==> config.mk <==
export PLATFORM = sky130hd
export DESIGN_NAME = aws_ctrl
export DESIGN_NICKNAME = d
export VERILOG_FILES = /design/src/common/aws_pkg.sv /design/src/hdl/aws_step_timer.sv /design/src/hdl/aws_ctrl.sv
export SDC_FILE = /design/constraint.sdc
export NUM_CORES = 1
export LEC_CHECK = 0
export BUFFER_PORTS_ARGS = -buffer_cell sky130_fd_sc_hd__buf_2
export CAP_MARGIN = 0
export CORE_MARGIN = 2
export CORE_UTILIZATION = 30
export DETAILED_ROUTE_END_ITERATION = 10
export PLACE_DENSITY = 0.52
export SETUP_SLACK_MARGIN = 0.1
export SYNTH_ARGS = -nofsm -noshare
export SYNTH_HDL_FRONTEND = slang
export SYNTH_SLANG_ARGS = --single-unit
==> constraint.sdc <==
create_clock -name mclk_in -period 6.9 [get_ports mclk_in]
set_input_delay 1.38 -clock mclk_in [delete_from_list [all_inputs] [get_ports mclk_in]]
set_output_delay 1.38 -clock mclk_in [all_outputs]
set_load 0.005 [all_outputs]
==> src/common/aws_pkg.sv <==
package aws_pkg;

    // Register offsets (host register space)
    localparam logic [7:0] ADDR_INACT_DUR   = 8'h29;
    localparam logic [7:0] ADDR_SYS_CTRL1   = 8'h2A;
    localparam logic [7:0] ADDR_SYS_CTRL2   = 8'h2B;
    localparam logic [7:0] ADDR_WAKE_SRC    = 8'h2C;
    localparam logic [7:0] ADDR_INT_EN      = 8'h2D;
    localparam logic [7:0] ADDR_SYS_STATUS  = 8'h0B;

    // Reset values
    localparam logic [7:0] RST_INACT_DUR    = 8'h00;
    localparam logic [7:0] RST_SYS_CTRL1    = 8'h00;
    localparam logic [7:0] RST_SYS_CTRL2    = 8'h00;
    localparam logic [7:0] RST_WAKE_SRC     = 8'h00;
    localparam logic [7:0] RST_INT_EN       = 8'h00;

    // Field positions
    localparam int SLEEP_RATE_LSB  = 6;     // System control one [7:6]
    localparam int ACT_RATE_LSB    = 3;     // System control one [5:3]
    localparam int ACTIVE_BIT      = 0;     // System control one [0]
    localparam int AUTO_SLEEP_BIT  = 2;     // System control two [2]
    localparam int FIFO_GATE_BIT   = 7;     // Wake source control [7]
    localparam int WAKE_TRANS_BIT  = 6;
    localparam int WAKE_ORIENT_BIT = 5;
    localparam int WAKE_TAP_BIT    = 4;
    localparam int WAKE_FFMT_BIT   = 3;
    localparam int IEN_SLEEP_BIT   = 7;     // Interrupt enable [7]
    localparam int IEN_TRANS_BIT   = 5;
    localparam int IEN_ORIENT_BIT  = 4;
    localparam int IEN_TAP_BIT     = 3;
    localparam int IEN_FFMT_BIT    = 2;

    // Time bases
    localparam int CLK_PERIOD_NS   = 8;
    localparam int STEP_SHORT_MS   = 320;
    localparam int STEP_LONG_MS    = 640;
    localparam int TICK_US         = 10;    // Base tick from divider
    localparam int TICK_CYC        = (TICK_US * 1000) / CLK_PERIOD_NS;
    localparam int STEP_SHORT_TICK = (STEP_SHORT_MS * 1000) / TICK_US;
    localparam int STEP_LONG_TICK  = (STEP_LONG_MS * 1000) / TICK_US;

    // Sample rate codes (same encoding as active data rate)
    typedef enum logic [2:0] {
        RATE_800  = 3'b000,
        RATE_400  = 3'b001,
        RATE_200  = 3'b010,
        RATE_100  = 3'b011,
        RATE_50   = 3'b100,
        RATE_12P5 = 3'b101,
        RATE_6P25 = 3'b110,
        RATE_1P56 = 3'b111
    } aws_rate_t;

    // Power state
    typedef enum logic [1:0] {
        ST_STANDBY = 2'b00,
        ST_WAKE    = 2'b01,
        ST_SLEEP   = 2'b10
    } aws_state_t;

    // Detection events, one-cycle pulses
    typedef struct packed {
        logic transient_event;
        logic orientation_event;
        logic tap_event;
        logic freefall_motion_event;
        logic fifo_gate_event;
        logic sample_ready_event;
    } aws_events_t;

    // Host register access
    typedef struct packed {
        logic       wr;
        logic       rd;
        logic [7:0] addr;
        logic [7:0] wdata;
    } aws_reg_req_t;

endpackage : aws_pkg

==> src/hdl/aws_step_timer.sv <==
// Base tick divider and inactivity step counter
module aws_step_timer #(
    parameter int TICK_CYCLES = aws_pkg::TICK_CYC,        // Clocks per tick
    parameter int SHORT_TICKS = aws_pkg::STEP_SHORT_TICK, // Ticks per step
    parameter int LONG_TICKS  = aws_pkg::STEP_LONG_TICK   // At 1.56 Hz
) (
    // Clock and reset
    input  wire logic mclk_in,
    input  wire logic sys_rst_in,
    // Control
    input  wire logic restart_in,
    input  wire logic long_step_in,
    // Output
    output logic      step_out
);
    import aws_pkg::*;

    logic [15:0] div_q;       // Clock to base tick
    logic [15:0] div_d;
    logic [15:0] tick_q;      // Base ticks within a step
    logic [15:0] tick_d;
    logic        step_q;
    logic        step_d;
    logic        tick_en;
    logic [15:0] step_len;

    // Next values of divider and step counter
    always_comb begin
        tick_en  = (div_q == 16'(TICK_CYCLES - 1));
        step_len = long_step_in ? 16'(LONG_TICKS)
                                : 16'(SHORT_TICKS);
        div_d    = tick_en ? 16'h0000 : div_q + 16'h0001;
        tick_d   = tick_q;
        step_d   = 1'b0;
        if (restart_in) begin
            // Restart both so a full step follows
            div_d  = 16'h0000;
            tick_d = 16'h0000;
        end else if (tick_en) begin
            if (tick_q == step_len - 16'h0001) begin
                tick_d = 16'h0000;
                step_d = 1'b1;
            end else begin
                tick_d = tick_q + 16'h0001;
            end
        end
    end

    // Registers
    always_ff @(posedge mclk_in) begin
        if (sys_rst_in) begin
            div_q  <= 16'h0000;
            tick_q <= 16'h0000;
            step_q <= 1'b0;
        end else begin
            div_q  <= div_d;
            tick_q <= tick_d;
            step_q <= step_d;
        end
    end

    assign step_out = step_q;

endmodule : aws_step_timer

==> src/hdl/aws_ctrl.sv <==
module aws_ctrl #(
    // Step timing; a bench may shorten it to reach sleep quickly
    parameter int TICK_CYCLES = aws_pkg::TICK_CYC,        // Clocks per tick
    parameter int SHORT_TICKS = aws_pkg::STEP_SHORT_TICK, // Ticks per step
    parameter int LONG_TICKS  = aws_pkg::STEP_LONG_TICK   // At 1.56 Hz
) (
    // Clock and reset
    input  wire logic                 mclk_in,
    input  wire logic                 sys_rst_in,
    // Host register access
    input  wire aws_pkg::aws_reg_req_t reg_req_in,
    output logic [7:0]                reg_rdata_out,
    // Detection events
    input  wire aws_pkg::aws_events_t events_in,
    input  wire logic                 fifo_flush_in,
    // System rate and status
    output aws_pkg::aws_rate_t        sys_rate_out,
    output logic                      asleep_out,
    output logic                      fifo_accept_out,
    output logic                      sleep_transition_event_out
);
    import aws_pkg::*;

    // Host registers
    logic [7:0]  inactivity_duration_q;
    logic [7:0]  inactivity_duration_d;
    logic [7:0]  system_control_one_q;
    logic [7:0]  system_control_one_d;
    logic [7:0]  system_control_two_q;
    logic [7:0]  system_control_two_d;
    logic [7:0]  wake_source_control_q;
    logic [7:0]  wake_source_control_d;
    logic [7:0]  interrupt_enable_control_q;
    logic [7:0]  interrupt_enable_control_d;
    logic [7:0]  rdata_q;
    logic [7:0]  rdata_d;

    // Sequencer state
    aws_state_t  state_q;
    aws_state_t  state_d;
    logic [7:0]  count_q;                  // Elapsed inactivity steps
    logic [7:0]  count_d;
    logic        aslp_en_q;                // Previous auto-sleep enable
    logic        sleep_evt_q;              // Sticky sleep transition flag
    logic        sleep_evt_d;
    logic        fifo_hold_q;              // FIFO refusing new samples
    logic        fifo_hold_d;
    aws_rate_t   rate_q;
    aws_rate_t   rate_d;
    logic        asleep_q;                 // Output copies from flops
    logic        asleep_d;
    logic        accept_q;
    logic        accept_d;

    // Decoded controls
    logic        active_en;
    logic        auto_sleep_enable;
    logic        fifo_gate_en;
    aws_rate_t   active_data_rate;
    logic [1:0]  sleep_sample_rate;
    logic        activity;
    logic        wake_req;
    logic        restart;
    logic        step;
    logic        long_step;
    logic        go_sleep;
    logic        go_wake;
    logic        ctl_wr;
    aws_rate_t   sleep_rate_code;

    // Field extraction
    always_comb begin
        active_en         = system_control_one_q[ACTIVE_BIT];
        active_data_rate  = aws_rate_t'(
            system_control_one_q[ACT_RATE_LSB +: 3]);
        sleep_sample_rate = system_control_one_q[SLEEP_RATE_LSB +: 2];
        auto_sleep_enable = system_control_two_q[AUTO_SLEEP_BIT];
        fifo_gate_en      = wake_source_control_q[FIFO_GATE_BIT];
    end

    // Sleep rate code to system rate
    always_comb begin
        case (sleep_sample_rate)
            2'b00:   sleep_rate_code = RATE_50;
            2'b01:   sleep_rate_code = RATE_12P5;
            2'b10:   sleep_rate_code = RATE_6P25;
            default: sleep_rate_code = RATE_1P56;
        endcase
    end

    // Activity and wake qualification
    always_comb begin
        // Only enabled functions count; sample-ready never does
        activity = (events_in.transient_event
                    & interrupt_enable_control_q[IEN_TRANS_BIT])
                 | (events_in.orientation_event
                    & interrupt_enable_control_q[IEN_ORIENT_BIT])
                 | (events_in.tap_event
                    & interrupt_enable_control_q[IEN_TAP_BIT])
                 | (events_in.freefall_motion_event
                    & interrupt_enable_control_q[IEN_FFMT_BIT]);
        // Wake needs both enable and wake selection
        wake_req = (events_in.transient_event
                    & interrupt_enable_control_q[IEN_TRANS_BIT]
                    & wake_source_control_q[WAKE_TRANS_BIT])
                 | (events_in.orientation_event
                    & interrupt_enable_control_q[IEN_ORIENT_BIT]
                    & wake_source_control_q[WAKE_ORIENT_BIT])
                 | (events_in.tap_event
                    & interrupt_enable_control_q[IEN_TAP_BIT]
                    & wake_source_control_q[WAKE_TAP_BIT])
                 | (events_in.freefall_motion_event
                    & interrupt_enable_control_q[IEN_FFMT_BIT]
                    & wake_source_control_q[WAKE_FFMT_BIT]);
    end

    // Transition decisions
    always_comb begin
        // Gate restarts but cannot wake
        restart  = activity | events_in.fifo_gate_event
                 | (auto_sleep_enable & ~aslp_en_q)
                 | (state_q != ST_WAKE);
        // Step is 640 ms only at the slowest active rate
        long_step = (active_data_rate == RATE_1P56);
        go_sleep = (state_q == ST_WAKE) & auto_sleep_enable
                 & ~restart & step
                 & (count_q + 8'h01 >= inactivity_duration_q);
        go_wake  = (state_q == ST_SLEEP) & wake_req;
    end

    // Inactivity step timer
    aws_step_timer #(
        .TICK_CYCLES  (TICK_CYCLES),
        .SHORT_TICKS  (SHORT_TICKS),
        .LONG_TICKS   (LONG_TICKS)
    ) u_step (
        .mclk_in      (mclk_in),
        .sys_rst_in   (sys_rst_in),
        .restart_in   (restart),
        .long_step_in (long_step),
        .step_out     (step)
    );

    // State, counter, rate and FIFO hold next values
    always_comb begin
        state_d     = state_q;
        count_d     = count_q;
        rate_d      = rate_q;
        sleep_evt_d = sleep_evt_q;
        fifo_hold_d = fifo_hold_q;
        case (state_q)
            ST_STANDBY: begin
                if (active_en) begin
                    state_d = ST_WAKE;
                end
            end
            ST_WAKE: begin
                if (!active_en) begin
                    state_d = ST_STANDBY;
                end else if (go_sleep) begin
                    state_d = ST_SLEEP;
                end
            end
            ST_SLEEP: begin
                if (!active_en) begin
                    state_d = ST_STANDBY;
                end else if (go_wake || !auto_sleep_enable) begin
                    state_d = ST_WAKE;
                end
            end
            default: begin
                state_d = ST_STANDBY;
            end
        endcase
        // Step counting while awake
        if (restart) begin
            count_d = 8'h00;
        end else if (step && count_q != 8'hFF) begin
            count_d = count_q + 8'h01;
        end
        // Sleep rate overrides everything while asleep
        rate_d = (state_d == ST_SLEEP) ? sleep_rate_code : active_data_rate;
        // Sleep/wake interrupt; set wins over read clear
        if (rdata_clear()) begin
            sleep_evt_d = 1'b0;
        end
        if ((go_sleep || (state_q == ST_SLEEP && state_d == ST_WAKE))
            && interrupt_enable_control_q[IEN_SLEEP_BIT]) begin
            sleep_evt_d = 1'b1;
        end
        // FIFO hold when a gated transition newly sets the sleep flag, until flush
        if (fifo_flush_in) begin
            fifo_hold_d = 1'b0;
        end
        if (fifo_gate_en && sleep_evt_d && !sleep_evt_q) begin
            fifo_hold_d = 1'b1;
        end
        // Output copies track the next state and hold
        asleep_d = (state_d == ST_SLEEP);
        accept_d = ~fifo_hold_d;
    end

    // Reading the status register acknowledges the transition flag
    function automatic logic rdata_clear();
        rdata_clear = reg_req_in.rd && reg_req_in.addr == ADDR_SYS_STATUS;
    endfunction : rdata_clear

    // Host register writes and read data
    always_comb begin
        inactivity_duration_d      = inactivity_duration_q;
        system_control_one_d       = system_control_one_q;
        system_control_two_d       = system_control_two_q;
        wake_source_control_d      = wake_source_control_q;
        interrupt_enable_control_d = interrupt_enable_control_q;
        rdata_d                    = rdata_q;
        ctl_wr                     = reg_req_in.wr;
        if (ctl_wr) begin
            if (reg_req_in.addr == ADDR_INACT_DUR) begin
                inactivity_duration_d = reg_req_in.wdata;
            end else if (reg_req_in.addr == ADDR_SYS_CTRL1) begin
                system_control_one_d = reg_req_in.wdata;
            end else if (reg_req_in.addr == ADDR_SYS_CTRL2) begin
                system_control_two_d = reg_req_in.wdata;
            end else if (reg_req_in.addr == ADDR_WAKE_SRC) begin
                wake_source_control_d = reg_req_in.wdata;
            end else if (reg_req_in.addr == ADDR_INT_EN) begin
                interrupt_enable_control_d = reg_req_in.wdata;
            end
        end
        if (reg_req_in.rd) begin
            if (reg_req_in.addr == ADDR_INACT_DUR) begin
                rdata_d = inactivity_duration_q;
            end else if (reg_req_in.addr == ADDR_SYS_CTRL1) begin
                rdata_d = system_control_one_q;
            end else if (reg_req_in.addr == ADDR_SYS_CTRL2) begin
                rdata_d = system_control_two_q;
            end else if (reg_req_in.addr == ADDR_WAKE_SRC) begin
                rdata_d = wake_source_control_q;
            end else if (reg_req_in.addr == ADDR_INT_EN) begin
                rdata_d = interrupt_enable_control_q;
            end else if (reg_req_in.addr == ADDR_SYS_STATUS) begin
                rdata_d = {sleep_evt_q, fifo_hold_q, 4'h0, state_q};
            end else begin
                rdata_d = 8'h00;
            end
        end
    end

    // Registers
    always_ff @(posedge mclk_in) begin
        if (sys_rst_in) begin
            inactivity_duration_q      <= RST_INACT_DUR;
            system_control_one_q       <= RST_SYS_CTRL1;
            system_control_two_q       <= RST_SYS_CTRL2;
            wake_source_control_q      <= RST_WAKE_SRC;
            interrupt_enable_control_q <= RST_INT_EN;
            rdata_q                    <= 8'h00;
            state_q                    <= ST_STANDBY;
            count_q                    <= 8'h00;
            aslp_en_q                  <= 1'b0;
            sleep_evt_q                <= 1'b0;
            fifo_hold_q                <= 1'b0;
            asleep_q                   <= 1'b0;
            accept_q                   <= 1'b1;
            rate_q                     <= RATE_800;
        end else begin
            inactivity_duration_q      <= inactivity_duration_d;
            system_control_one_q       <= system_control_one_d;
            system_control_two_q       <= system_control_two_d;
            wake_source_control_q      <= wake_source_control_d;
            interrupt_enable_control_q <= interrupt_enable_control_d;
            rdata_q                    <= rdata_d;
            state_q                    <= state_d;
            count_q                    <= count_d;
            aslp_en_q                  <= auto_sleep_enable;
            sleep_evt_q                <= sleep_evt_d;
            fifo_hold_q                <= fifo_hold_d;
            asleep_q                   <= asleep_d;
            accept_q                   <= accept_d;
            rate_q                     <= rate_d;
        end
    end

    // Outputs straight from flip-flops
    assign reg_rdata_out              = rdata_q;
    assign sys_rate_out               = rate_q;
    assign asleep_out                 = asleep_q;
    assign fifo_accept_out            = accept_q;
    assign sleep_transition_event_out = sleep_evt_q;

endmodule : aws_ctrl

==> impl_results.md <==
* Worst Setup EP: system_control_one_q[1]
* Maximum fanout along the worst path at 8
* Area of the core at 15300 um^2
* R2R Path Start: count_q[0]
* Initial Util at 0.309
* Die X at 129 um
* Final nets at 619
* Fmax at 280 MHz
* CP Launch Point: reg_req_in[15]
* Clk sinks at 99
* Top sig layer: met4
* IO Port Bufs at 39
* Top FF cell, synth: dfxtp_1
* H-tree depth at 3
* Vias in the first global route at 3746
* # rows at 45
* Drt first pass iters at 5
* DR WL met3 at 615 um
* Syn_nets at 592
* RePlAce Congestion at 0.813
* Yosys Warn Count at 0
* CTS max path bufs at 2
* Crit share post-route at 0.518
* Largest area contributor in the netlist: dfxtp_1
* Setup violators final at 0
* Hold Path Class: flop to flop
* Unrepaired setup endpoints after global routing: no
* Kind of critical path: input port to flop
* Slew HR at 0.318
* Slew Viols, Final at 0
* CP startpoint kind: input port
* VDD IR max at 0.128 mV
* Synth Area per Inst at 8.52 um^2
* Post-synth cell types at 51
* Worst Max-Slew Pin Slew at 1.01 ns
* Routed WL at 11.5 mm
* Ant diodes at 0
* R2r endpoint: sys_rate_out[2]
* CTS resizes at 0
* Die H at 129 um
* Min-Delay Startpoint: interrupt_enable_control_q[0]
* Layout area overhead at 14.6%
* Synthesized area at 4710 um^2
* Final ANT Viol Nets at 0
* DR DRC count at 0
* Largest cells by area after synthesis: dfxtp_1, nor2_1, mux2i_1, nand3_1, a21oi_1
* Most frequent cells in the layout: dfxtp_1, nor2_1, nand3_1, nand2_1
* TritonCTS clock tree: done
* Initial antenna violation count at 0
* CP endpoint kind: flop
* FFs w/ async S/R, synth at 0
* Routed met2 length at 4.99 mm
* Max-cap viol count at 0
* DRC marker count from the first detailed-route iteration at 246
* Hold Fails Final Rpt at 0
* Worst-Skew Late Latency at 0.36 ns
* Final Total Pwr at 1.20 mW
* Critical path data required time at 7.12 ns
* Post-CTS setup buffers at 0
* Most common cell after layout, fill and taps aside: dfxtp_1
* Pin count of the biggest net entering global routing at 61
* Leak at 1.73 nW
* Sequential share of the synthesized area at 0.421
* Utilization after layout at 0.354
* I/O Pins at 41
* Layout Skew at 0.00797 ns
* Status: complete, no violations
* CP Data Arrival Time at 3.80 ns
* Hold buffers post-CTS at 0
* FF+latch count, synth at 99
* Reg2reg path depth at 10
* Syn Inst Count at 553
* Vias per std cell at 4.98
* Via count at 3961
* GRT overflow at 0
* DR WL/cell at 14.4 um
* Post-synth EDFFs at 0
* Clk root buf: clkbuf_16
* Setup tns final at 0 ns
* PwrDens at 222 nW/um^2
* R2r setup slk at 4.15 ns
* Tot GR Track Use at 0.148
* M1 WL at 5.66 mm
* Share of cells above drive strength 1 at 0.120
* Share of the synthesized area in the top cell type at 0.421
* # fillers at 1576
* CTS Buf Count at 9
* First-pass GRT wire length at 19.0 mm
* Die ar. at 16700 um^2
* HPWL Detailed at 8.22 mm
* Fin crit period at 3.58 ns
* Reg clk slew, reported paths at 0.07 ns
## stage by stage
step	cell area [um^2]	worst slack, ns	instances	hold WS [ns]
floorplan	4710	3.70	553	0.429
global placement	5050	3.03	780	0.441
detailed placement	5050	2.98	780	0.448
CTS	5400	3.35	796	0.458
global route	5400	3.17	796	0.488
finish	5400	3.32	796	0.459
## sequential cells by signal, summed over array words and instances (netlist names)
name and count:
u_step.tick_q 16, sleep_transition_event_out 1, u_step.step_out 1, interrupt_enable_control_q 8, state_q 2, count_q 8, reg_rdata_out 8, inactivity_duration_q 8
aslp_en_q 1, system_control_two_q 8, sys_rate_out 3, u_step.div_q 16, fifo_accept_out 1, asleep_out 1, fifo_hold_q 1, wake_source_control_q 8
system_control_one_q 8
## logic make-up (layout without fill, tap and decap cells)
kind of cell,count (synthesis),after routing,share of synthesized area
AOI/OAI and AO/OA,86,86,0.116
adders and majority gates,12,12,0.0319
muxes,28,28,0.0603
buffers and inverters,42,74,0.0422
DFF,99,99,0.421
and+or+nand+nor,253,253,0.268
xor gates and xnor gates,33,33,0.0614
## layer usage
layer | track usage | vias to the layer above
met5 | 0 | -
met4 | 0.0601 | 0
met3 | 0.0339 | 15
met2 | 0.225 | 88
met1 | 0.202 | 1844
li1 | - | 2014
## area by class of cell
class | instances | area [um^2] | share of cell area
inverters | 17 | 63.8 | 0.0118
clock buffers | 9 | 225 | 0.0417
clock inverters | 7 | 124 | 0.0229
multi-input cells | 412 | 2530 | 0.469
flip-flops and latches | 99 | 1980 | 0.367
repair buffers | 41 | 210 | 0.0389
well taps | 211 | 264 | 0.0489
## how the worst min path moves through the flow
stage	slack (ns)	cells past startpoint	endpoint
finish	0.46	2	interrupt_enable_control_q[0]
global route	0.49	2	interrupt_enable_control_q[1]
CTS	0.46	2	interrupt_enable_control_q[6]
detailed placement	0.45	2	interrupt_enable_control_q[6]
global placement	0.44	1	u_step.div_q[0]
floorplan	0.43	1	u_step.div_q[0]
## synthesized netlist by cell type (all sizes together), types with 7 or more instances
cell    count
dfxtp      99
nor2       71
nand2      49
nand3      49
a21oi      39
mux2i      25
xnor2      20
inv        17
o21ai      15
clkbuf     13
nand4      13
xor2       13
ha         12
buf        11
nor3       11
or3        11
nand2b     10
a311oi      8
and4        7
## where the power goes
part           total [mW]  switching (mW)  internal, mW
combinational      0.0388          0.0256        0.0132
clock               0.587           0.230         0.357
sequential          0.575         0.00151         0.574
total                1.20           0.258         0.944
## worst max-delay path: stages
cell	delay, ns
buf_2	0.10
or4b_1	0.64
or3_1	0.54
nor3b_2	0.80
mux2i_1	0.27
nor2_1	0.05
Note: power is estimated with default switching activity, not from simulation.
